--- src/clbi_consts.svh ---
// Constants for the local bus interface: widths, addresses, enables, timing
`ifndef CLBI_CONSTS_SVH
`define CLBI_CONSTS_SVH
`define CLBI_ADDR_W        30
`define CLBI_DATA_W        32
`define CLBI_LANES         4
`define CLBI_IO_ADDR_MAX   32'h0000ffff
`define CLBI_COP_ADDR_LO   32'h800000f8
`define CLBI_COP_ADDR_HI   32'h800000ff
`define CLBI_MIN_STATES    2
`define CLBI_BE_IDLE       4'hf
`define CLBI_HALT_BE_N     4'hb
`define CLBI_SHUT_BE_N     4'he
`endif

--- src/clbi_pkg.sv ---
// Types used by the processor end and the bench of the local bus interface
package clbi_pkg;
   // Cycle definition {memory_io, data_ctrl, write_read}
   typedef enum logic [2:0] {
      CLBI_INTA      = 3'b000,
      CLBI_NEVER     = 3'b001,
      CLBI_IO_READ   = 3'b010,
      CLBI_IO_WRITE  = 3'b011,
      CLBI_CODE_READ = 3'b100,
      CLBI_HALT_SHUT = 3'b101,
      CLBI_MEM_READ  = 3'b110,
      CLBI_MEM_WRITE = 3'b111
   } clbi_cycle_t;
   typedef enum logic [1:0] {
      CLBI_ST_IDLE  = 2'b00,
      CLBI_ST_FIRST = 2'b01,
      CLBI_ST_WAIT  = 2'b10,
      CLBI_ST_HELD  = 2'b11
   } clbi_state_t;
endpackage : clbi_pkg

--- src/clbi_if.sv ---
// Local bus wires joining the processor end and the system end
`timescale 1ns/10ps
interface clbi_if;
   logic [3:0]  byte_lane_enables_n;
   logic [29:0] word_address;
   logic        memory_io;
   logic        data_ctrl;
   logic        write_read;
   logic        addr_status_n;
   logic        bus_oe;
   logic [31:0] data_out;
   logic        data_oe;
   logic [31:0] data_in;
   logic        ready_n;
   logic        next_addr_n;
   logic        half_width_bus_n;
   logic        hold;
   logic        hold_acknowledge;
   logic        phase;

   modport cpu (
      output byte_lane_enables_n, word_address, memory_io, data_ctrl,
             write_read, addr_status_n, bus_oe, data_out, data_oe,
             hold_acknowledge, phase,
      input  data_in, ready_n, next_addr_n, half_width_bus_n, hold
   );
   modport sys (
      input  byte_lane_enables_n, word_address, memory_io, data_ctrl,
             write_read, addr_status_n, bus_oe, data_out, data_oe,
             hold_acknowledge, phase,
      output data_in, ready_n, next_addr_n, half_width_bus_n, hold
   );
endinterface : clbi_if

--- src/clbi_cpu_end.sv ---
// Processor end: runs local bus cycles for a simple request port
`timescale 1ns/10ps
`include "clbi_consts.svh"
module clbi_cpu_end #(
   parameter int ADDR_W = `CLBI_ADDR_W
) (
   input  wire logic              core_clk,
   input  wire logic              reset,
   clbi_if.cpu                    bus,
   input  wire logic              req_valid,
   output logic                   req_ready,
   input  wire logic [ADDR_W-1:0] req_addr,
   input  wire logic [3:0]        req_be_n,
   input  wire clbi_pkg::clbi_cycle_t req_type,
   input  wire logic [31:0]       req_wdata,
   output logic                   rsp_valid,
   output logic [31:0]            rsp_rdata
);
   clbi_pkg::clbi_state_t state;
   logic [ADDR_W-1:0]     addr_q;
   logic [3:0]            be_q;
   logic [3:0]            rem_be;
   logic [2:0]            type_q;
   logic [31:0]           wdata_q;
   logic                  ads_q;
   logic                  pipe_q;
   logic                  phase_q;
   logic [31:0]           dup_data;
   logic                  is_write;
   logic                  ack;
   logic                  need_second;
   logic                  bad_type;
   logic [3:0]            bus_be;

   // ---------------------------------------------------------------
   // Clock phase
   // ---------------------------------------------------------------
   always_ff @(posedge core_clk) begin
      if (reset)
         phase_q <= 1'b0;
      else
         phase_q <= ~phase_q;
   end

   // ---------------------------------------------------------------
   // Request decode
   // ---------------------------------------------------------------
   // The never-occurring code is refused rather than put on the bus
   assign bad_type = (req_type == clbi_pkg::CLBI_NEVER);
   assign is_write = type_q[0];
   // Ready counts in the wait state only, never in the first
   assign ack = (state == clbi_pkg::CLBI_ST_WAIT) && !bus.ready_n;
   // 16-bit bus: a cycle with both halves enabled needs another pass
   assign need_second = !bus.half_width_bus_n && (be_q[1:0] != 2'b11)
                        && (be_q[3:2] != 2'b11);
   // A request is taken only when no half is still pending
   assign req_ready = !reset && !bus.hold && !bad_type &&
                      ((state == clbi_pkg::CLBI_ST_IDLE) ||
                       (ack && !need_second && !pipe_q));

   // ---------------------------------------------------------------
   // Bus state machine
   // ---------------------------------------------------------------
   always_ff @(posedge core_clk) begin
      if (reset) begin
         state  <= clbi_pkg::CLBI_ST_IDLE;
         ads_q  <= 1'b0;
         pipe_q <= 1'b0;
         addr_q <= '0;
         be_q   <= `CLBI_BE_IDLE;
         rem_be <= `CLBI_BE_IDLE;
         type_q <= 3'h0;
         wdata_q <= '0;
      end else begin
         ads_q <= 1'b0;
         unique case (state)
            clbi_pkg::CLBI_ST_IDLE: begin
               if (bus.hold) begin
                  state <= clbi_pkg::CLBI_ST_HELD;
               end else if (req_valid && req_ready) begin
                  addr_q  <= req_addr;
                  be_q    <= req_be_n;
                  type_q  <= req_type;
                  wdata_q <= req_wdata;
                  ads_q   <= 1'b1;
                  state   <= clbi_pkg::CLBI_ST_FIRST;
               end
            end
            clbi_pkg::CLBI_ST_FIRST: begin
               // Ready not looked at here: two states at the least
               state <= clbi_pkg::CLBI_ST_WAIT;
            end
            clbi_pkg::CLBI_ST_WAIT: begin
               // Pipelined address of a pending half is put out early
               if (!bus.next_addr_n && need_second && !pipe_q) begin
                  pipe_q <= 1'b1;
                  rem_be <= {be_q[3:2], 2'b11};
                  ads_q  <= 1'b1;
               end
               if (ack) begin
                  // An announced half goes straight to its wait state
                  if (need_second || pipe_q) begin
                     be_q   <= pipe_q ? rem_be : {be_q[3:2], 2'b11};
                     ads_q  <= !pipe_q;
                     pipe_q <= 1'b0;
                     state  <= pipe_q ? clbi_pkg::CLBI_ST_WAIT
                                      : clbi_pkg::CLBI_ST_FIRST;
                  end else if (req_valid && req_ready) begin
                     // Back to back: next address on the acknowledge edge
                     addr_q  <= req_addr;
                     be_q    <= req_be_n;
                     type_q  <= req_type;
                     wdata_q <= req_wdata;
                     ads_q   <= 1'b1;
                     state   <= clbi_pkg::CLBI_ST_FIRST;
                  end else begin
                     // Released enables mark the bus idle between cycles
                     be_q  <= `CLBI_BE_IDLE;
                     state <= clbi_pkg::CLBI_ST_IDLE;
                  end
               end
            end
            clbi_pkg::CLBI_ST_HELD: begin
               // Granted from idle only, so no cycle is ever cut short
               if (!bus.hold)
                  state <= clbi_pkg::CLBI_ST_IDLE;
            end
         endcase
      end
   end

   // ---------------------------------------------------------------
   // Read data capture
   // ---------------------------------------------------------------
   always_ff @(posedge core_clk) begin
      if (reset) begin
         rsp_valid <= 1'b0;
         rsp_rdata <= '0;
      end else begin
         // A split read reports once, after its second half
         rsp_valid <= ack && !need_second && !pipe_q && !is_write;
         if (ack && !is_write) begin
            // Upper half on a 16-bit bus arrives on the low lanes
            if (!bus.half_width_bus_n && be_q[1:0] == 2'b11)
               rsp_rdata[31:16] <= bus.data_in[15:0];
            else
               rsp_rdata <= bus.data_in;
         end
      end
   end

   // ---------------------------------------------------------------
   // Enables on the pins
   // ---------------------------------------------------------------
   // An announced half shows its enables early; data steering keeps to
   // the enables of the cycle still in flight
   always_comb begin
      bus_be = be_q;
      if (pipe_q)
         bus_be = rem_be;
   end

   // ---------------------------------------------------------------
   // Pins
   // ---------------------------------------------------------------
   // Upper-half-only writes repeat onto the low lanes
   always_comb begin
      dup_data = wdata_q;
      if (be_q[1:0] == 2'b11)
         dup_data[15:0] = wdata_q[31:16];
   end

   assign bus.addr_status_n = !ads_q;
   assign bus.byte_lane_enables_n = bus_be;
   assign bus.word_address = addr_q[29:0];
   // Memory select high for memory cycles
   assign {bus.memory_io, bus.data_ctrl, bus.write_read} = type_q;
   assign bus.data_out = dup_data;
   // All 32 lines driven on writes, halt and shutdown alike
   assign bus.data_oe = is_write && (state != clbi_pkg::CLBI_ST_IDLE)
                        && (state != clbi_pkg::CLBI_ST_HELD);
   // Address and control float while the bus is released
   assign bus.bus_oe = (state != clbi_pkg::CLBI_ST_HELD);
   assign bus.hold_acknowledge = (state == clbi_pkg::CLBI_ST_HELD);
   assign bus.phase = phase_q;
endmodule : clbi_cpu_end

--- src/flat_wrapper.sv ---
// flat-port wrapper written by rule: the top's interface ports become plain ports
module clbi_cpu_end_flat 
#(
   parameter int ADDR_W = `CLBI_ADDR_W
)
  (core_clk, reset, req_valid, req_ready, req_addr, req_be_n, req_type, req_wdata, rsp_valid, rsp_rdata, bus_byte_lane_enables_n, bus_word_address, bus_memory_io, bus_data_ctrl, bus_write_read, bus_addr_status_n, bus_bus_oe, bus_data_out, bus_data_oe, bus_hold_acknowledge, bus_phase, bus_data_in, bus_ready_n, bus_next_addr_n, bus_half_width_bus_n, bus_hold);
  clbi_if bus_i ();
  input  wire logic core_clk;
  input  wire logic reset;
  input  wire logic req_valid;
  output logic req_ready;
  input  wire logic [ADDR_W-1:0] req_addr;
  input  wire logic [3:0] req_be_n;
  input  wire clbi_pkg::clbi_cycle_t req_type;
  input  wire logic [31:0] req_wdata;
  output logic rsp_valid;
  output logic [31:0] rsp_rdata;
  output wire logic [$bits(bus_i.byte_lane_enables_n)-1:0] bus_byte_lane_enables_n;
  output wire logic [$bits(bus_i.word_address)-1:0] bus_word_address;
  output wire logic [$bits(bus_i.memory_io)-1:0] bus_memory_io;
  output wire logic [$bits(bus_i.data_ctrl)-1:0] bus_data_ctrl;
  output wire logic [$bits(bus_i.write_read)-1:0] bus_write_read;
  output wire logic [$bits(bus_i.addr_status_n)-1:0] bus_addr_status_n;
  output wire logic [$bits(bus_i.bus_oe)-1:0] bus_bus_oe;
  output wire logic [$bits(bus_i.data_out)-1:0] bus_data_out;
  output wire logic [$bits(bus_i.data_oe)-1:0] bus_data_oe;
  output wire logic [$bits(bus_i.hold_acknowledge)-1:0] bus_hold_acknowledge;
  output wire logic [$bits(bus_i.phase)-1:0] bus_phase;
  input wire logic [$bits(bus_i.data_in)-1:0] bus_data_in;
  input wire logic [$bits(bus_i.ready_n)-1:0] bus_ready_n;
  input wire logic [$bits(bus_i.next_addr_n)-1:0] bus_next_addr_n;
  input wire logic [$bits(bus_i.half_width_bus_n)-1:0] bus_half_width_bus_n;
  input wire logic [$bits(bus_i.hold)-1:0] bus_hold;
  assign bus_byte_lane_enables_n = bus_i.byte_lane_enables_n;
  assign bus_word_address = bus_i.word_address;
  assign bus_memory_io = bus_i.memory_io;
  assign bus_data_ctrl = bus_i.data_ctrl;
  assign bus_write_read = bus_i.write_read;
  assign bus_addr_status_n = bus_i.addr_status_n;
  assign bus_bus_oe = bus_i.bus_oe;
  assign bus_data_out = bus_i.data_out;
  assign bus_data_oe = bus_i.data_oe;
  assign bus_hold_acknowledge = bus_i.hold_acknowledge;
  assign bus_phase = bus_i.phase;
  assign bus_i.data_in = bus_data_in;
  assign bus_i.ready_n = bus_ready_n;
  assign bus_i.next_addr_n = bus_next_addr_n;
  assign bus_i.half_width_bus_n = bus_half_width_bus_n;
  assign bus_i.hold = bus_hold;
  clbi_cpu_end #(.ADDR_W(ADDR_W)) u_core (.core_clk(core_clk), .reset(reset), .bus(bus_i), .req_valid(req_valid), .req_ready(req_ready), .req_addr(req_addr), .req_be_n(req_be_n), .req_type(req_type), .req_wdata(req_wdata), .rsp_valid(rsp_valid), .rsp_rdata(rsp_rdata));
endmodule
--- config.mk ---
export PLATFORM = sky130hd
export DESIGN_NAME = clbi_cpu_end_flat
export DESIGN_NICKNAME = d
export VERILOG_FILES = /design/src/clbi_pkg.sv /design/src/clbi_if.sv /design/src/clbi_cpu_end.sv /design/src/flat_wrapper.sv
export VERILOG_INCLUDE_DIRS = /design/src
export SDC_FILE = /design/constraint.sdc
export NUM_CORES = 1
export LEC_CHECK = 0
export ABC_AREA = 1
export ABC_CLOCK_PERIOD_IN_PS = 2400
export CAP_MARGIN = 20
export CELL_PAD_IN_SITES_DETAIL_PLACEMENT = 0
export CELL_PAD_IN_SITES_GLOBAL_PLACEMENT = 1
export CORE_MARGIN = 2
export CORE_UTILIZATION = 33
export DETAILED_ROUTE_END_ITERATION = 10
export DONT_BUFFER_PORTS = 1
export GPL_TIMING_DRIVEN = 0
export PLACE_DENSITY_LB_ADDON = 0.1
export SYNTH_ARGS = -nofsm -noshare
export SYNTH_HDL_FRONTEND = slang
export SYNTH_SLANG_ARGS = --single-unit
--- constraint.sdc ---
create_clock -name core_clk -period 2.4 [get_ports core_clk]
set_input_delay 0.36 -clock core_clk [delete_from_list [all_inputs] [get_ports core_clk]]
set_output_delay 0.36 -clock core_clk [all_outputs]
set_load 0.03 [all_outputs]
Word-level counts from Yosys, hierarchy flattened
Cells that the tools add are included.

word-level totals
  register bits = 109
  input bits = 108
  output and inout port bits = 108
  logic and storage cells = 110

operators by class
  equality and inequality tests = 15
  mux-type cells = 43
  bitwise gates (word level) = 2
  reduce and logical (&&, ||, !) cells = 37

operator list
  operator                                        number
  2-to-1 mux 32 bit                               4
  2-to-1 mux 30 bit                               4
  case mux 32 bit (2 select lines)                1
  case mux 30 bit (2 select lines)                1
  2-to-1 mux 16 bit                               2
  2-to-1 mux 4 bit                                7
  logical AND 1 bit                               16
  != test 2 bit (second input constant)           7
  2-to-1 mux 2 bit                                6
  2-to-1 mux 3 bit                                4
  zero test 1 bit                                 10
  2-to-1 mux 1 bit                                10
  case mux 2 bit (4 select lines)                 1
  case mux 4 bit (2 select lines)                 1
  AND reduction 4 bit                             2
  == test 2 bit (second input constant)           3
  case mux 3 bit (2 select lines)                 1
  AND reduction 5 bit                             1
  AND reduction 2 bit                             2
  nonzero test 2 bit                              2
  == test 3 x 1 -> 1 bit (second input constant)  1
  != test 3 x 2 -> 1 bit (second input constant)  1
  != test 3 bit (second input constant)           1
  AND reduction 3 bit                             1
  6 further kinds                                 8

Logic depth before layout (Yosys ltp)
  word-level depth = 13
  depth in mapped cells = 12
  gate-level depth less buffers = 11

Least setup slack after synthesis
No wires, ideal clock.

  kind = flip-flop to output port
  start = register u_core.state[0]
  end = output port bus_data_oe
  arrival time = 1506 ps
  data required time = 2040 ps
  setup slack = 534 ps
  cell stages (with the launch flop) = 4
  path buffers = 0
  cell sequence = dfxtp_1 nand2_1 inv_1 nor3_1

between the ends
  elaborated cells on any way between the ends = 4
  those cells by class = eq/ne (1); reduce/logical (3)

RTL lines
  what                      RTL line             text
  start: declaration        clbi_cpu_end.sv:19   clbi_pkg::clbi_state_t state;
  start signal: assignment  clbi_cpu_end.sv:66   state <= clbi_pkg::CLBI_ST_IDLE;
  start signal: assignment  clbi_cpu_end.sv:79   state <= clbi_pkg::CLBI_ST_HELD;
  start signal: assignment  clbi_cpu_end.sv:86   state <= clbi_pkg::CLBI_ST_FIRST;
  != test 2 bit             --
  named net bus_bus_oe      flat_wrapper.sv:24   output wire logic [$bits(bus_i.bus_oe)-1:0] bus_bus_oe;
  logical AND 1 bit         clbi_cpu_end.sv:181  && (state != clbi_pkg::CLBI_ST_HELD);
  end: declaration          flat_wrapper.sv:26   output wire logic [$bits(bus_i.data_oe)-1:0] bus_data_oe;

The timed path passes the listed nets, and every way through them passes these cells.

Final worst setup path
  start = register u_core.be_q[0]
  end = output port bus_data_out[10]

between the ends
  cells in the longest elaborated chain, start to end = 2

ends and longest elaborated chain
  what                      RTL line             text
  start: declaration        clbi_cpu_end.sv:21   logic [3:0] be_q;
  start signal: assignment  clbi_cpu_end.sv:70   be_q <= `CLBI_BE_IDLE;
  start signal: assignment  clbi_cpu_end.sv:82   be_q <= req_be_n;
  start signal: assignment  clbi_cpu_end.sv:103  be_q <= pipe_q ? rem_be : {be_q[3:2], 2'b11};
  == test 2 bit             clbi_cpu_end.sv:169  if (be_q[1:0] == 2'b11)
  2-to-1 mux 16 bit         clbi_cpu_end.sv:169
  end: declaration          flat_wrapper.sv:25   output wire logic [$bits(bus_i.data_out)-1:0] bus_data_out;

No other way between the ends.

==> key figures <==
Placed design
  – Pre-CTS WS: 0.249 ns
  – Post-DP HPWL: between 10,000 and 15,000 microns
  – Placer Congestion: 0.776
  – I/O Buffers: 0

GRT
  – Number of global-route vias before repair: between 3,000 and 4,000
  – GRT Util Overall: 0.184
  – Initial antenna violation count: 1
  – First-pass GRT wire length: just over 20,000 microns
  – Grt ovf: 0
  – Largest net degree at the start of global routing: 18

Critical path
  – Kind of start point of the critical path: flip-flop
  – Kind of critical path: flip-flop to output port
  – CP required: 2.04 ns
  – Critical Path Sink Type: output port
  – Crit Path Max Fanout: 10
  – Worst path arrival time: 2.08 ns
  – Flop2flop setup slack: around 0.54 ns

STA
  – Final Worst Setup Slack: -0.0411 ns
  – Final cycle utilization of the critical path: 1.02
  – RSZ-0062 raised after global routing: yes
  – Final setup vio count: 7
  – Final Skew: 0.00856 ns
  – Worst Max-Slew Pin Slew: 1.00 ns
  – Final Hold Fails: 0
  – Peak Freq: between 400 and 500 MHz
  – Crit path time final: between 2 and 2.5 ns
  – Slew headroom: 0.326
  – WHS: approximately 0.14 ns
  – Count of final max-slew check failures: 0

Synth
  – Cells after Synth: around 600
  – Post-synthesis sequential area ratio: 0.484
  – Syn Area/Cell: approximately 7.5 sq um
  – Area leader, netlist: dfxtp_1
  – Mapped cell area: 4500 sq um
  – Async set-reset flop share out of synthesis: 0
  – Most frequent cells after synthesis: nand2_1 (148), dfxtp_1 (109), a21oi_1 (97)
  – Post-synth cell types: 24
  – Share of the synthesized area in the top cell type: 0.484
  – EDFF count, synth: 0
  – Primary FF master, synth: dfxtp_1
  – Register bit total from synthesis: between 100 and 150
  – Mapped Nets: around 700
  – Syn. warnings: 0
  – Top-count cell post-synth: nand2_1
  – Synth area leaders: dfxtp_1 (48%), nand2_1 (12%), a21oi_1 (11%)

Job
  – Total of max-cap violations: 0

Power and ir drop
  – PnR Total Power: approximately 0.0040 W
  – PwrDens: between 800 and 900 nW/um^2
  – VDD IR-drop max: roughly 0.28 mV
  – Leakage: around 1.9 nW

Floorplan
  – Rows: between 40 and 50
  – Chip width: around 120 microns
  – Initial core utilization: 0.339
  – I/O Pins: approximately 220
  – Die H: ~120 microns
  – Core ar.: roughly 13,000 sq um
  – Die area: between 10,000 and 15,000 sq um

Hold path
  – Hold WC Path Type: input port to flip-flop

Clocking
  – Num CTS Buffers: 9
  – Worst-path clk slew: 0.07 ns
  – Clock Path Buffers: 2
  – Worst skew pair latency: between 0.3 and 0.4 ns
  – Root Buffer Master: clkbuf_16
  – TritonCTS Sinks: approximately 110
  – TritonCTS clock tree: done
  – H-tree levels: 3

Detailed routing
  – Via count: approximately 3,900
  – Routed WL per cell: ~17 microns
  – Drt pass-1 iters: 4
  – DR vias/cell: around 4.9
  – Antenna Nets Post-Route: 0
  – DRT Wirelength: around 14,000 microns
  – 1st-iter DRT viols: 180
  – Residual DRC count: 0

Run status
  – Failing checks: negative setup slack
  – Status: finished with violations

Finish
  – Area occupied by registers: ~2200 sq um
  – Layout cells sized above 1: 0.135
  – Nets: approximately 720
  – Layout area overhead: 11.1%
  – Layout fillers: roughly 1,400
  – Antenna diodes: 0
  – Area of the multi-input gates: 1850 sq um
## path summary, 6_finish.rpt
kind / cells after the start / start / endpoint
worst max-delay path: 3 / u_core.be_q[0] / bus_data_out[10]
worst min-delay path: 2 / req_addr[11] / u_core.bus.word_address[11]
worst max register to register: 8 / u_core.be_q[0] / u_core.wdata_q[29]
worst min register to register: 2 / u_core.wdata_q[15] / u_core.wdata_q[15]
## what timing repair did
action,CTS,global route
hold endpoints to repair,0,0
endpoints found under the setup margin,16,10
hold buffers,0,0
resized for setup,7,3
buffers inserted,0,0
## worst max-delay path, cell delays in order, from the launching register on
cell      delay (ns)
dfxtp_1         0.35
nand2_1         0.21
clkbuf_1        0.31
o21ai_0         0.85
## power by group
| part | leakage (nW) | internal (W) | switching [W] | total [W] |
|---|---|---|---|---|
| Clock | 0.132 | 0.000734 | 0.000676 | 0.00141 |
| Combinational | 0.872 | 0.000151 | 0.000366 | 0.000517 |
| Sequential | 0.886 | 0.00191 | 0.000200 | 0.00211 |
| Total | 1.89 | 0.00279 | 0.00124 | 0.00404 |
## area by class of cell
cell class | count | area share
plain buffers | 51 | 0.0625
clock buffers | 11 | 0.0485
clock inverters | 5 | 0.00675
inverters | 44 | 0.0330
multi-input cells | 395 | 0.369
flip-flops and latches | 109 | 0.436
well taps | 176 | 0.0440
## flip-flops by register name (all words and copies together) (netlist names)
register,flops
u_core.rsp_rdata,32
u_core.ads_q,1
u_core.rem_be,2
u_core.bus.phase,1
u_core.pipe_q,1
u_core.be_q,4
u_core.bus.word_address,30
u_core.state,2
u_core.wdata_q,32
u_core.rsp_valid,1
u_core.type_q,3
## cells in the final DEF (no fill, tap or decap), types with 6 or more instances in the layout
cell       count
a21oi_1       97
a21oi_2       10
buf_2          6
buf_4         22
clkbuf_1      20
clkbuf_16      9
dfxtp_1      109
inv_1         36
inv_2          8
nand2_1      148
nand2_2       12
nand3_1       10
nor2_1        32
o21ai_0       63
o21ai_1        9
## logic make-up (layout without fill, tap and decap cells)
group           Yosys count  count (layout)  share of synthesized area
compound gates          181             181                      0.210
buf+inv                  95             111                      0.106
flops                   109             109                      0.484
simple gates            214             214                      0.199
## metrics by stage
| stage | setup TNS, ns | instances | instance area [sq um] | utilization |
|---|---|---|---|---|
| global placement | 0 | 775 | 4720 | 0.355 |
| floorplan | 0 | 599 | 4500 | - |
| finish | -0.142 | 791 | 5010 | 0.377 |
| CTS | -0.523 | 791 | 5000 | 0.376 |
| detailed placement | 0 | 775 | 4720 | 0.355 |
| global route | -0.999 | 791 | 5010 | 0.377 |
## metal layers
layer	global-route usage	vias up	wire length, microns
met5	0	-	11
met3	0.0750	19	1320
met1	0.226	1777	5820
met2	0.287	145	6230
met4	0.0690	2	265
li1	-	1948	-
(Power assumes the default switching activity.)
